--- src/core/cbda_pkg.sv ---
// Purpose: shared constants, types and helpers for the compare, branch and decimal adjust unit
// Assumes: one 125 MHz clock (8 ns period), synchronous active-high reset
// Notes: registers are word aligned on the Avalon-MM slave, with data in the low lanes (8 bits, 16 for the pc)
package cbda_pkg;

   // register byte offsets
   localparam logic [7:0] REG_CMD = 8'h00;
   localparam logic [7:0] REG_STATUS = 8'h04;
   localparam logic [7:0] REG_DST = 8'h08;
   localparam logic [7:0] REG_SRC = 8'h0c;
   localparam logic [7:0] REG_PTR = 8'h10;
   localparam logic [7:0] REG_OFFSET = 8'h14;
   localparam logic [7:0] REG_PC = 8'h18;
   localparam logic [7:0] REG_FLAGS = 8'h1c;
   localparam logic [7:0] REG_CYCLES = 8'h20;

   // status bit positions
   localparam int ST_BUSY = 0;
   localparam int ST_DONE = 1;
   localparam int ST_BAD = 2;
   localparam int ST_TAKEN = 3;

   // reset values
   localparam logic [7:0] RST_BYTE = 8'h00;
   localparam logic [15:0] RST_PC = 16'h0000;

   // opcodes
   localparam logic [7:0] OP_CMP_RR = 8'ha2;
   localparam logic [7:0] OP_CMP_RIR = 8'ha3;
   localparam logic [7:0] OP_CMP_RR_LONG = 8'ha4;
   localparam logic [7:0] OP_CMP_RIR_LONG = 8'ha5;
   localparam logic [7:0] OP_CMP_IMM = 8'ha6;
   localparam logic [7:0] OP_CMP_INC_JUMP_EQUAL = 8'hc2;
   localparam logic [7:0] OP_CMP_INC_JUMP_NOT_EQUAL = 8'hd2;
   localparam logic [7:0] OP_DEC_ADJ_R = 8'h40;
   localparam logic [7:0] OP_DEC_ADJ_IR = 8'h41;

   // cycle counts
   localparam logic [7:0] CYC_CMP_SHORT = 8'h06;
   localparam logic [7:0] CYC_CMP_LONG = 8'h0a;
   localparam logic [7:0] CYC_JUMP_TAKEN = 8'h12;
   localparam logic [7:0] CYC_JUMP_NOT_TAKEN = 8'h10;
   localparam logic [7:0] CYC_DEC_ADJ = 8'h06;
   localparam logic [7:0] CYC_NONE = 8'h00;
   localparam logic [7:0] CYC_ONE = 8'h01;

   // decimal adjust corrections
   localparam logic [7:0] ADJ_NONE = 8'h00;
   localparam logic [3:0] ADJ_NIBBLE_FIX = 4'h6;
   localparam logic [3:0] ADJ_NIBBLE_MAX = 4'h9;
   localparam logic [7:0] ADJ_SUB_06 = 8'hfa;
   localparam logic [7:0] ADJ_SUB_60 = 8'ha0;
   localparam logic [7:0] ADJ_SUB_66 = 8'h9a;

   typedef enum logic [1:0] {
      CBDA_IDLE = 2'b01,
      CBDA_EXEC = 2'b10
   } cbda_state_t;

   // carry at bit 7 down to half carry at bit 2
   typedef struct packed {
      logic c;
      logic z;
      logic s;
      logic v;
      logic d;
      logic h;
      logic [1:0] rsv;
   } cbda_flags_t;

   function automatic logic cbda_is_cmp(input logic [7:0] op);
      return (op == OP_CMP_RR) || (op == OP_CMP_RIR) || (op == OP_CMP_RR_LONG) ||
             (op == OP_CMP_RIR_LONG) || (op == OP_CMP_IMM);
   endfunction

   function automatic logic cbda_is_jump(input logic [7:0] op);
      return (op == OP_CMP_INC_JUMP_EQUAL) || (op == OP_CMP_INC_JUMP_NOT_EQUAL);
   endfunction

   function automatic logic cbda_is_adj(input logic [7:0] op);
      return (op == OP_DEC_ADJ_R) || (op == OP_DEC_ADJ_IR);
   endfunction

   function automatic logic cbda_taken(input logic [7:0] op, input logic eq);
      return ((op == OP_CMP_INC_JUMP_EQUAL) && eq) || ((op == OP_CMP_INC_JUMP_NOT_EQUAL) && !eq);
   endfunction

   // zero marks an opcode this unit does not execute
   function automatic logic [7:0] cbda_cycles(input logic [7:0] op, input logic eq);
      logic [7:0] n;
      n = CYC_NONE;
      if ((op == OP_CMP_RR) || (op == OP_CMP_RIR)) begin
         n = CYC_CMP_SHORT;
      end else if (cbda_is_cmp(op)) begin
         n = CYC_CMP_LONG;
      end else if (cbda_is_jump(op)) begin
         n = cbda_taken(op, eq) ? CYC_JUMP_TAKEN : CYC_JUMP_NOT_TAKEN;
      end else if (cbda_is_adj(op)) begin
         n = CYC_DEC_ADJ;
      end
      return n;
   endfunction

endpackage

--- src/core/cbda_bcd_fix.sv ---
// Purpose: decimal adjust correction and carry for one byte
// Assumes: flags hold the state left by the preceding add or subtract
// Notes: purely combinational; inputs that are not valid BCD give an unchecked result
`timescale 1ns/1ps
module cbda_bcd_fix import cbda_pkg::*; (
   // byte and flags before adjustment
   input wire logic [7:0] value,
   input wire cbda_flags_t flags_in,
   // adjusted byte and carry
   output logic [7:0] result,
   output logic carry_out
);

   wire [3:0] lo = value[3:0];
   wire [3:0] hi = value[7:4];
   // one compact form covers every valid add row; invalid rows are don't-care
   wire lo_fix = flags_in.h | (lo > ADJ_NIBBLE_MAX);
   wire hi_fix = flags_in.c | (hi > ADJ_NIBBLE_MAX) | ((hi == ADJ_NIBBLE_MAX) & (lo > ADJ_NIBBLE_MAX));
   wire [7:0] add_fix = {hi_fix ? ADJ_NIBBLE_FIX : 4'h0, lo_fix ? ADJ_NIBBLE_FIX : 4'h0};
   wire [7:0] sub_fix = flags_in.c ? (flags_in.h ? ADJ_SUB_66 : ADJ_SUB_60) :
                                     (flags_in.h ? ADJ_SUB_06 : ADJ_NONE);
   wire [7:0] fix = flags_in.d ? sub_fix : add_fix;

   assign result = value + fix;
   assign carry_out = flags_in.d ? flags_in.c : hi_fix;

endmodule

--- src/core/cbda_core.sv ---
// Purpose: executes compare, compare-increment-jump and decimal adjust over Avalon-MM
// Assumes: sequencer loads operands, offset and next-instruction pc, then writes the opcode
// Notes: operand registers are locked while busy so results see stable inputs
`timescale 1ns/1ps
module cbda_core import cbda_pkg::*; #(
   parameter int AV_ADDR_W = 8
) (
   // clock and reset
   input wire logic sys_clk,
   input wire logic rst,
   // avalon-mm slave
   input wire logic [AV_ADDR_W-1:0] avs_address,
   input wire logic avs_read,
   input wire logic avs_write,
   input wire logic [31:0] avs_writedata,
   input wire logic [3:0] avs_byteenable,
   output logic [31:0] avs_readdata,
   output logic avs_waitrequest,
   // execution state
   output logic exec_busy,
   output logic exec_done
);

   if (AV_ADDR_W < 8 || AV_ADDR_W > 32) begin : g_bad_addr_w
      $error("cbda_core: AV_ADDR_W must lie between 8 and 32");
   end

   cbda_state_t state_q, state_d;
   logic wait_q;
   logic [31:0] rdata_q;
   logic [7:0] op_q;
   logic [7:0] dst_q;
   logic [7:0] src_q;
   logic [7:0] ptr_q;
   logic [7:0] ofs_q;
   logic [15:0] pc_q;
   cbda_flags_t flags_q;
   logic done_q;
   logic bad_q;
   logic taken_q;
   logic [7:0] cnt_q;
   logic [7:0] span_q;
   logic [7:0] last_cyc_q;
   logic done_pulse_q;

   // bus decode
   wire req = avs_read | avs_write;
   wire take = req & ~wait_q;
   wire wr_take = take & avs_write;
   wire hi_zero = (avs_address >> 8) == '0;
   wire [7:0] low_addr = avs_address[7:0];
   wire sel_cmd = hi_zero & (low_addr == REG_CMD);
   wire sel_status = hi_zero & (low_addr == REG_STATUS);
   wire sel_dst = hi_zero & (low_addr == REG_DST);
   wire sel_src = hi_zero & (low_addr == REG_SRC);
   wire sel_ptr = hi_zero & (low_addr == REG_PTR);
   wire sel_ofs = hi_zero & (low_addr == REG_OFFSET);
   wire sel_pc = hi_zero & (low_addr == REG_PC);
   wire sel_flags = hi_zero & (low_addr == REG_FLAGS);
   wire sel_cycles = hi_zero & (low_addr == REG_CYCLES);
   wire be0 = avs_byteenable[0];
   wire be1 = avs_byteenable[1];
   wire busy = state_q[1]; // exec bit of the one-hot code, so exec_busy is a flop output
   // operands and flags may not move under a running instruction
   wire wr_open = wr_take & ~busy & be0;

   // datapath
   wire [8:0] diff = {1'b0, dst_q} - {1'b0, src_q};
   wire cmp_eq = (diff[7:0] == 8'h00);
   wire cmp_borrow = diff[8];
   wire cmp_ovf = (dst_q[7] ^ src_q[7]) & (dst_q[7] ^ diff[7]);
   wire [15:0] rel_ext = {{8{ofs_q[7]}}, ofs_q};
   wire [15:0] pc_jump = pc_q + rel_ext;
   wire [7:0] ptr_inc = ptr_q + 8'h01;
   wire [7:0] adj_res;
   wire adj_carry;

   cbda_bcd_fix u_bcd_fix (
      .value(dst_q),
      .flags_in(flags_q),
      .result(adj_res),
      .carry_out(adj_carry)
   );

   // command start
   wire [7:0] new_op = avs_writedata[7:0];
   wire [7:0] new_cyc = cbda_cycles(new_op, cmp_eq);
   wire cmd_wr = wr_take & sel_cmd & be0;
   wire start = cmd_wr & ~busy & (new_cyc != CYC_NONE);
   wire refuse = cmd_wr & (busy | (new_cyc == CYC_NONE));
   wire commit = busy & (cnt_q == CYC_NONE);
   wire op_cmp = cbda_is_cmp(op_q);
   wire op_jump = cbda_is_jump(op_q);
   wire op_adj = cbda_is_adj(op_q);
   wire jump_now = cbda_taken(op_q, cmp_eq);
   wire clr_done = wr_take & sel_status & be0 & avs_writedata[ST_DONE];
   wire clr_bad = wr_take & sel_status & be0 & avs_writedata[ST_BAD];

   // next flags per operation
   cbda_flags_t cmp_flags, adj_flags, wr_flags;
   always_comb begin
      cmp_flags = flags_q;
      cmp_flags.c = cmp_borrow;
      cmp_flags.z = cmp_eq;
      cmp_flags.s = diff[7];
      cmp_flags.v = cmp_ovf;
      adj_flags = flags_q;
      adj_flags.c = adj_carry;
      adj_flags.z = (adj_res == 8'h00);
      adj_flags.s = adj_res[7];
      wr_flags = cbda_flags_t'(avs_writedata[7:0]);
      wr_flags.rsv = 2'b00;
   end

   // read mux
   wire [7:0] status_byte = {4'h0, taken_q, bad_q, done_q, busy};
   wire [31:0] rd_mux = sel_cmd ? {24'h0, op_q} :
                        sel_status ? {24'h0, status_byte} :
                        sel_dst ? {24'h0, dst_q} :
                        sel_src ? {24'h0, src_q} :
                        sel_ptr ? {24'h0, ptr_q} :
                        sel_ofs ? {24'h0, ofs_q} :
                        sel_pc ? {16'h0, pc_q} :
                        sel_flags ? {24'h0, flags_q} :
                        sel_cycles ? {24'h0, last_cyc_q} : 32'h0;

   always_comb begin
      state_d = state_q;
      case (state_q)
         CBDA_IDLE: begin
            if (start) begin
               state_d = CBDA_EXEC;
            end
         end
         CBDA_EXEC: begin
            if (commit) begin
               state_d = CBDA_IDLE;
            end
         end
         default: begin
            state_d = CBDA_IDLE;
         end
      endcase
   end

   // bus handshake: one wait cycle, then the answer
   always_ff @(posedge sys_clk) begin
      if (rst) begin
         wait_q <= 1'b1;
         rdata_q <= 32'h0;
      end else begin
         wait_q <= ~(req & wait_q);
         if (req & wait_q) begin
            rdata_q <= avs_read ? rd_mux : 32'h0;
         end
      end
   end

   // sequencing
   always_ff @(posedge sys_clk) begin
      if (rst) begin
         state_q <= CBDA_IDLE;
         op_q <= RST_BYTE;
         cnt_q <= CYC_NONE;
         span_q <= CYC_NONE;
         last_cyc_q <= CYC_NONE;
         done_pulse_q <= 1'b0;
      end else begin
         state_q <= state_d;
         done_pulse_q <= commit;
         if (start) begin
            op_q <= new_op;
            cnt_q <= new_cyc - CYC_ONE;
            span_q <= CYC_NONE;
         end else if (busy) begin
            cnt_q <= cnt_q - CYC_ONE;
            span_q <= span_q + CYC_ONE;
         end
         if (commit) begin
            last_cyc_q <= span_q + CYC_ONE;
         end
      end
   end

   // sticky done and bad, set wins over clear; taken is reloaded at every commit
   always_ff @(posedge sys_clk) begin
      if (rst) begin
         done_q <= 1'b0;
         bad_q <= 1'b0;
         taken_q <= 1'b0;
      end else begin
         done_q <= commit | (done_q & ~clr_done);
         bad_q <= refuse | (bad_q & ~clr_bad);
         if (commit) begin
            taken_q <= op_jump & jump_now;
         end
      end
   end

   // operand registers; dst is written back only by decimal adjust
   always_ff @(posedge sys_clk) begin
      if (rst) begin
         dst_q <= RST_BYTE;
         src_q <= RST_BYTE;
         ptr_q <= RST_BYTE;
         ofs_q <= RST_BYTE;
      end else begin
         if (commit & op_adj) begin
            dst_q <= adj_res;
         end else if (wr_open & sel_dst) begin
            dst_q <= avs_writedata[7:0];
         end
         if (wr_open & sel_src) begin
            src_q <= avs_writedata[7:0];
         end
         if (commit & op_jump) begin
            ptr_q <= ptr_inc;
         end else if (wr_open & sel_ptr) begin
            ptr_q <= avs_writedata[7:0];
         end
         if (wr_open & sel_ofs) begin
            ofs_q <= avs_writedata[7:0];
         end
      end
   end

   // pc and flags
   always_ff @(posedge sys_clk) begin
      if (rst) begin
         pc_q <= RST_PC;
         flags_q <= '0;
      end else begin
         if (commit & op_jump & jump_now) begin
            pc_q <= pc_jump;
         end else if (wr_take & ~busy & sel_pc) begin
            pc_q <= {be1 ? avs_writedata[15:8] : pc_q[15:8], be0 ? avs_writedata[7:0] : pc_q[7:0]};
         end
         // jump forms never reach this update
         if (commit & op_cmp) begin
            flags_q <= cmp_flags;
         end else if (commit & op_adj) begin
            flags_q <= adj_flags;
         end else if (wr_open & sel_flags) begin
            flags_q <= wr_flags;
         end
      end
   end

   assign avs_readdata = rdata_q;
   assign avs_waitrequest = wait_q;
   assign exec_busy = busy;
   assign exec_done = done_pulse_q;
endmodule

--- config.mk ---
export PLATFORM = sky130hd
export DESIGN_NAME = cbda_core
export DESIGN_NICKNAME = d
export VERILOG_FILES = /design/src/core/cbda_pkg.sv /design/src/core/cbda_bcd_fix.sv /design/src/core/cbda_core.sv
export SDC_FILE = /design/constraint.sdc
export NUM_CORES = 1
export LEC_CHECK = 0
export ABC_AREA = 1
export BUFFER_PORTS_ARGS = -buffer_cell sky130_fd_sc_hd__buf_2
export CORE_MARGIN = 2
export CORE_UTILIZATION = 59
export CTS_BUF_LIST = sky130_fd_sc_hd__clkbuf_16
export CTS_CLUSTER_SIZE = 8
export DETAILED_ROUTE_END_ITERATION = 6
export GPL_TIMING_DRIVEN = 0
export PLACE_DENSITY = 0.88
export SYNTH_ARGS = -nofsm -noshare
export SYNTH_HDL_FRONTEND = slang
export SYNTH_SLANG_ARGS = --single-unit
--- constraint.sdc ---
create_clock -name sys_clk -period 3.3 [get_ports sys_clk]
set_input_delay 0.33 -clock sys_clk [delete_from_list [all_inputs] [get_ports sys_clk]]
set_output_delay 0.33 -clock sys_clk [all_outputs]
set_load 0.03 [all_outputs]
* After elaboration in Yosys (flattened, before gate mapping) *
Cells that the tools add are included.

word-level totals
  word-level logic and storage cells = 189
  flip-flop bits (word level) = 125

cells by class
  bitwise logic cells = 46
  equal/unequal tests = 33
  reductions and logical operators = 40
  add/subtract/negate cells = 7
  magnitude comparators = 2
  multiplexer cells = 38

operator list
  kind                                                  number
  two-way mux 16 bit                                    10
  two-way mux 8 bit                                     19
  equality test 8 bit (second input constant)           14
  zero test 8 bit                                       5
  equality test 8 x 5 -> 1 bit (second input constant)  4
  equality test 8 x 7 -> 1 bit (second input constant)  4
  bitwise AND 1 bit                                     30
  adder 16 bit                                          1
  adder 8 x 1 -> 8 bit (second input constant)          2
  equality test 8 x 4 -> 1 bit (second input constant)  2
  subtractor 8 x 1 -> 8 bit (second input constant)     2
  logical OR 1 bit                                      14
  nonzero test 2 bit                                    7
  AND reduction 2 bit                                   5
  two-way mux 3 bit                                     3
  subtractor 8 x 8 -> 9 bit                             1
  adder 8 bit                                           1
  equality test 8 x 3 -> 1 bit (second input constant)  1
  equality test 8 x 6 -> 1 bit (second input constant)  1
  > comparator 4 bit (second input constant)            2
  nonzero test 8 bit                                    1
  NOT 1 bit                                             7
  bitwise OR 1 bit                                      7
  two-way mux 2 bit                                     3
  other kinds (15)                                      20

* Logic depth before layout (Yosys ltp) *
  word-level depth = 13
  depth in mapped cells = 23
  gate-level depth less buffers = 23

* Hierarchy *
A second synthesis with hierarchy kept.

unflattened totals
  cells, all modules = 1079
  area total of the unflattened synthesis = 7343.3 sq um

by module, submodules not included
  module        area each (sq um)  seq. area each (sq um)  instances  cells an instance
  cbda_core     6904.1             2182.1                  1          998
  cbda_bcd_fix  439.2              0.0                     1          81

* Worst setup path after synthesis *
No wires, ideal clock.

  kind = register to register
  start point = reg dst_q[2]
  end point = reg cnt_q[6]
  buffers on the path = 0
  setup slack = 910 ps
  setup time = 113 ps
  required time = 3187 ps
  stages on the path, launching flop included = 19
  arrival time = 2278 ps
  clock period less this slack = 2390 ps
  path through = dfxtp_1 ha_1 a21oi_1 nand2_1 nand2_1 nand2_1 nand2_1 nand2_1 nor2_1 nand2_1 nand2_1 nand4_1 nand2_1 ha_1 nand2_2 nor3_2 nand2_1 nor2_1 nor2_1

on the way
  word-level cells in the longest chain between the ends = 12
  elaborated cells on any way between the ends = 15
  classes of those cells = add/sub (2); mux (5); bitwise (1); reduce/logical (7)

RTL lines
  element                                                                            RTL line          RTL
  start, declared                                                                    cbda_core.sv:32   logic [7:0] dst_q;
  start signal, assigned                                                             cbda_core.sv:209  dst_q <= adj_res;
  start signal, assigned                                                             cbda_core.sv:211  dst_q <= avs_writedata[7:0];
  subtractor 8 x 8 -> 9 bit *                                                        cbda_core.sv:68   wire [8:0] diff = {1'b0, dst_q} - {1'b0, src_q};
  zero test 8 bit *                                                                  cbda_core.sv:69   wire cmp_eq = (diff[7:0] == 8'h00);
  zero test 1 bit                                                                    cbda_pkg.sv:85    return ((op == OP_CMP_INC_JUMP_EQUAL) && eq) || ((op == OP_CMP_INC_JUMP_NOT_EQUAL) && !eq);
  logical AND 1 bit                                                                  cbda_pkg.sv:85
  logical OR 1 bit *                                                                 cbda_pkg.sv:85
  two-way mux 2 bit *                                                                cbda_pkg.sv:97    n = cbda_taken(op, eq) ? CYC_JUMP_TAKEN : CYC_JUMP_NOT_TAKEN;
  two-way mux 8 bit *                                                                cbda_pkg.sv:96    end else if (cbda_is_jump(op)) begin
  two-way mux 8 bit *                                                                cbda_pkg.sv:94    end else if (cbda_is_cmp(op)) begin
  two-way mux 8 bit *                                                                cbda_pkg.sv:92    if ((op == OP_CMP_RR) || (op == OP_CMP_RIR)) begin
  parallel branches: the longest is 3 deep, another holds subtractor 8 x 1 -> 8 bit  n/a
  end signal, assigned                                                               cbda_core.sv:173  cnt_q <= new_cyc - CYC_ONE;
  end signal, assigned                                                               cbda_core.sv:176  cnt_q <= cnt_q - CYC_ONE;
  end, declared                                                                      cbda_core.sv:41   logic [7:0] cnt_q;

Every way passes the cells marked *.
A chain may end at the register's enable or synchronous reset.

* Worst setup path in the final report *
  start point = reg dst_q[5]
  end point = reg pc_q[4]

on the way
  word-level cells in the longest chain between the ends = 8
  elaborated cells on any way between the ends = 11
  classes of those cells = add/sub (1); mux (1); bitwise (1); reduce/logical (8)

RTL lines
  element                               RTL line          RTL
  subtractor 8 x 8 -> 9 bit *           cbda_core.sv:68
  zero test 8 bit *                     cbda_core.sv:69
  zero test 1 bit                       cbda_pkg.sv:85
  logical AND 1 bit                     cbda_pkg.sv:85
  logical OR 1 bit *                    cbda_pkg.sv:85
  bitwise AND 1 bit *                   cbda_core.sv:233  if (commit & op_jump & jump_now) begin
  nonzero test 2 bit (no source line)   n/a
  AND reduction 2 bit (no source line)  n/a
  end signal, assigned                  cbda_core.sv:234  pc_q <= pc_jump;
  end signal, assigned                  cbda_core.sv:236  pc_q <= {be1 ? avs_writedata[15:8] : pc_q[15:8], be0 ? avs_writedata[7:0] : pc_q[7:0]};
  end, declared                         cbda_core.sv:36   logic [15:0] pc_q;

Every way passes the cells marked *; elsewhere a longest branch is shown, timed or not.

==> flow_summary.json <==
{
  "outcome": "finished, violations left",
  "violations": "design-rule violations",
  "switching_share_pct": 23.8,
  "fmax_mhz": 332,
  "clock_sinks": 109,
  "p_per_area_nw_per_um2": 353,
  "drt_iter0_markers": 767,
  "post_cts_buffers": 0,
  "grt_util_met1_pct": 44.9,
  "layout.nets": 1197,
  "port_buffers": 47,
  "leakage_uw": 0.00358,
  "finClkSkew_ns": 0.00858,
  "syn-mean-instance-area_sq_um": 6.72,
  "ys_ff_latch": 109,
  "grt_util_met2_pct": 51.2,
  "fin_area_sq_um": 7800,
  "ys.flop_type": "dfxtp_1",
  "multi_input_area_sq_um": 4100,
  "power_frac_comb_pct": 6.2,
  "tns_ns": 0,
  "finalSetupViolations": 0,
  "hold_viol": 0,
  "seq_power_share_pct": 47.8,
  "drv_cap": 0,
  "root_buffer": "clkbuf_16",
  "numCtsBuffers": 9,
  "synth.area.top_cells": "dfxtp_1 (31%), nand2_1 (10%), a21oi_1 (8.7%)",
  "vias_per_cell": 5.89,
  "insertion_delay_ns": 0.36,
  "ys_async_sr_fraction_pct": 0,
  "clockBufferDepth": 2,
  "cts_tree": "done",
  "die_h_um": 113,
  "coreArea_sq_um": 11500,
  "synth-edff-count": 0,
  "synth.most_common_cell": "nand2_1",
  "report.final.slew_viol_count": 0,
  "ys_types": 51,
  "avgRoutedWirePerCell_um": 16.9,
  "p_int_uw": 2100,
  "irDropWorstVdd_uv": 355,
  "grt.met3_usage_pct": 8.14,
  "drive_gt1_share_pct": 10.3,
  "clkPwrFrac_pct": 46.0,
  "path_max_fanout": 10,
  "start_util_pct": 60.9,
  "p_switching_uw": 654,
  "grt.busiest_layer": "met2",
  "htreeDepth": 3,
  "slew-limit-headroom_pct": 41.0,
  "grt_overflow": 0,
  "rsz0062_at_grt": "no",
  "dr.pass1.iters": 7,
  "finalCritPeriodShare_pct": 91.2,
  "cp-start-kind": "flop",
  "min_period_ns": 3.01,
  "seq_area_sq_um": 2180,
  "dieArea_sq_um": 12700,
  "crit_path_end_kind": "flop",
  "num_antenna_cells": 0,
  "vias": 7423,
  "gp_congestion": 1.04,
  "tightest_slew_ns": 0.877,
  "area_delta_synth_final_pct": 11.6,
  "post-place-cells": 1245,
  "synth_top_cell_by_area": "dfxtp_1",
  "grt_max_degree": 18,
  "grt_usage_pct": 33.5,
  "synth_cells": 1040,
  "synth_top_area_share_pct": 31.2,
  "synthesis.area_sq_um": 6980,
  "cp_data_required_time_ns": 3.52,
  "arrival_ns": 3.23,
  "hp-class": "in2reg",
  "cts.reportedPaths.clkPinSlew_ns": 0.07,
  "hpwl_um": 16200,
  "synth_common_cells": "nand2_1 (195), inv_1 (133), a21oi_1 (122)",
  "yosysSeqAreaShare_pct": 31.2,
  "drc": 1,
  "place_area_sq_um": 7450,
  "ioPinCount": 83,
  "die_w_um": 113,
  "wl_um": 21300,
  "worstSetupPathType": "reg2reg",
  "yosys_warnings": 0,
  "ant_nets": 0,
  "final_cells": 1260,
  "rows": 39,
  "fill_cells": 1031,
  "antenna_found_initial": 0,
  "grt_pass1_vias": 6604,
  "grt_pass1_wl_um": 33600
}
[power by group through the flow]
stage                     sequential [uW]  combinational [uW]  clock [uW]
after global routing                 1320                 180        1310
final                                1320                 171        1270
after global placement               1350                 163           0
after detailed placement             1350                 163           0
after CTS                            1320                 164        1260
after floorplan                      1350                97.9           0
[metrics by stage]
stage / util (%) / hold WS (ns) / setup WS [ns] / power (uW)
detailed placement: 65.0 / 0.454 / 0.265 / 1510
CTS: 68.0 / 0.293 / 0.253 / 2740
finish: 68.0 / 0.298 / 0.291 / 2750
global route: 68.0 / 0.300 / 0.0828 / 2810
global placement: 65.0 / 0.453 / 0.354 / 1510
floorplan: - / 0.435 / 0.910 / 1450
[cells in the final DEF, fill, tap and decap left out, types with 10 or more instances in the layout]
master,count
inv_1,134
a21oi_1,122
buf_2,54
buf_4,16
a211oi_1,10
clkbuf_1,15
xor2_1,23
nor3_1,13
ha_1,34
nand4_1,14
dfxtp_1,108
nand2_1,195
conb_1,16
o21ai_0,105
nor2_1,76
nand3_1,70
[final timing paths]
check	startpoint	end	slack, ns	cells after the start
worst min register to register	avs_readdata[11]$_SDFFE_PP0P_	avs_readdata[11]$_SDFFE_PP0P_	0.47	2
worst max-delay path	dst_q[5]$_SDFFE_PP0P_	pc_q[4]$_SDFFE_PP0P_	0.29	16
worst min-delay path	avs_writedata[2]	op_q[2]$_SDFFE_PP0P_	0.30	3
worst max register to register	dst_q[5]$_SDFFE_PP0P_	pc_q[4]$_SDFFE_PP0P_	0.29	16
[registers in the layout, indices dropped and copies added (netlist names)]
register         count
adj_flags            3
avs_readdata        16
avs_waitrequest      1
bad_q                1
cnt_q                8
done_q               1
dst_q                8
exec_done            1
flags_q              3
last_cyc_q           8
ofs_q                8
op_q                 8
pc_q                16
ptr_q                8
span_q               8
src_q                8
state_q              2
taken_q              1
[what timing repair did]
item	in CTS	in global routing
endpoints found under the hold margin	0	0
hold buffers	0	0
endpoints found under the setup margin	0	9
gates resized for setup	0	2
[kinds of logic after synthesis]
kind of cell    share of synthesized area [%]
xor+xnor                                 4.01
flops                                    31.2
fa+ha+maj                                6.66
other cells                            0.0537
compound gates                           22.2
buf+inv                                  10.9
simple gates                             24.8
mux                                     0.143
[worst max-delay path, cell delays in order (launching register included)]
cell      delay [ns]
dfxtp_1         0.47
ha_1            0.33
nand2_1         0.10
inv_1           0.04
a21oi_1         0.27
nand2_1         0.14
nand2_1         0.08
nand2_1         0.06
nor2_1          0.23
nand2_1         0.16
inv_2           0.12
nand2_1         0.07
o211ai_2        0.17
buf_2           0.28
o21ai_0         0.15
o21ai_0         0.12
a21oi_1         0.08
[routing by layer]
layer  part of all wire [%]  wire length (um)
met4                    4.4               948
met2                     43              9270
met5                      0                 0
met3                     10              2230
met1                     42              8870
[area by class of cell]
cell class / count / area share, %
timing repair buffer: 47 / 3.02
clock buffer: 9 / 2.89
clock inverter: 6 / 1.44
tap: 143 / 2.29
inverter: 143 / 6.90
sequential: 109 / 28.0
multi-input combinational: 763 / 52.6
buffer: 40 / 2.82
Note: power is estimated with default switching activity, not from simulation.
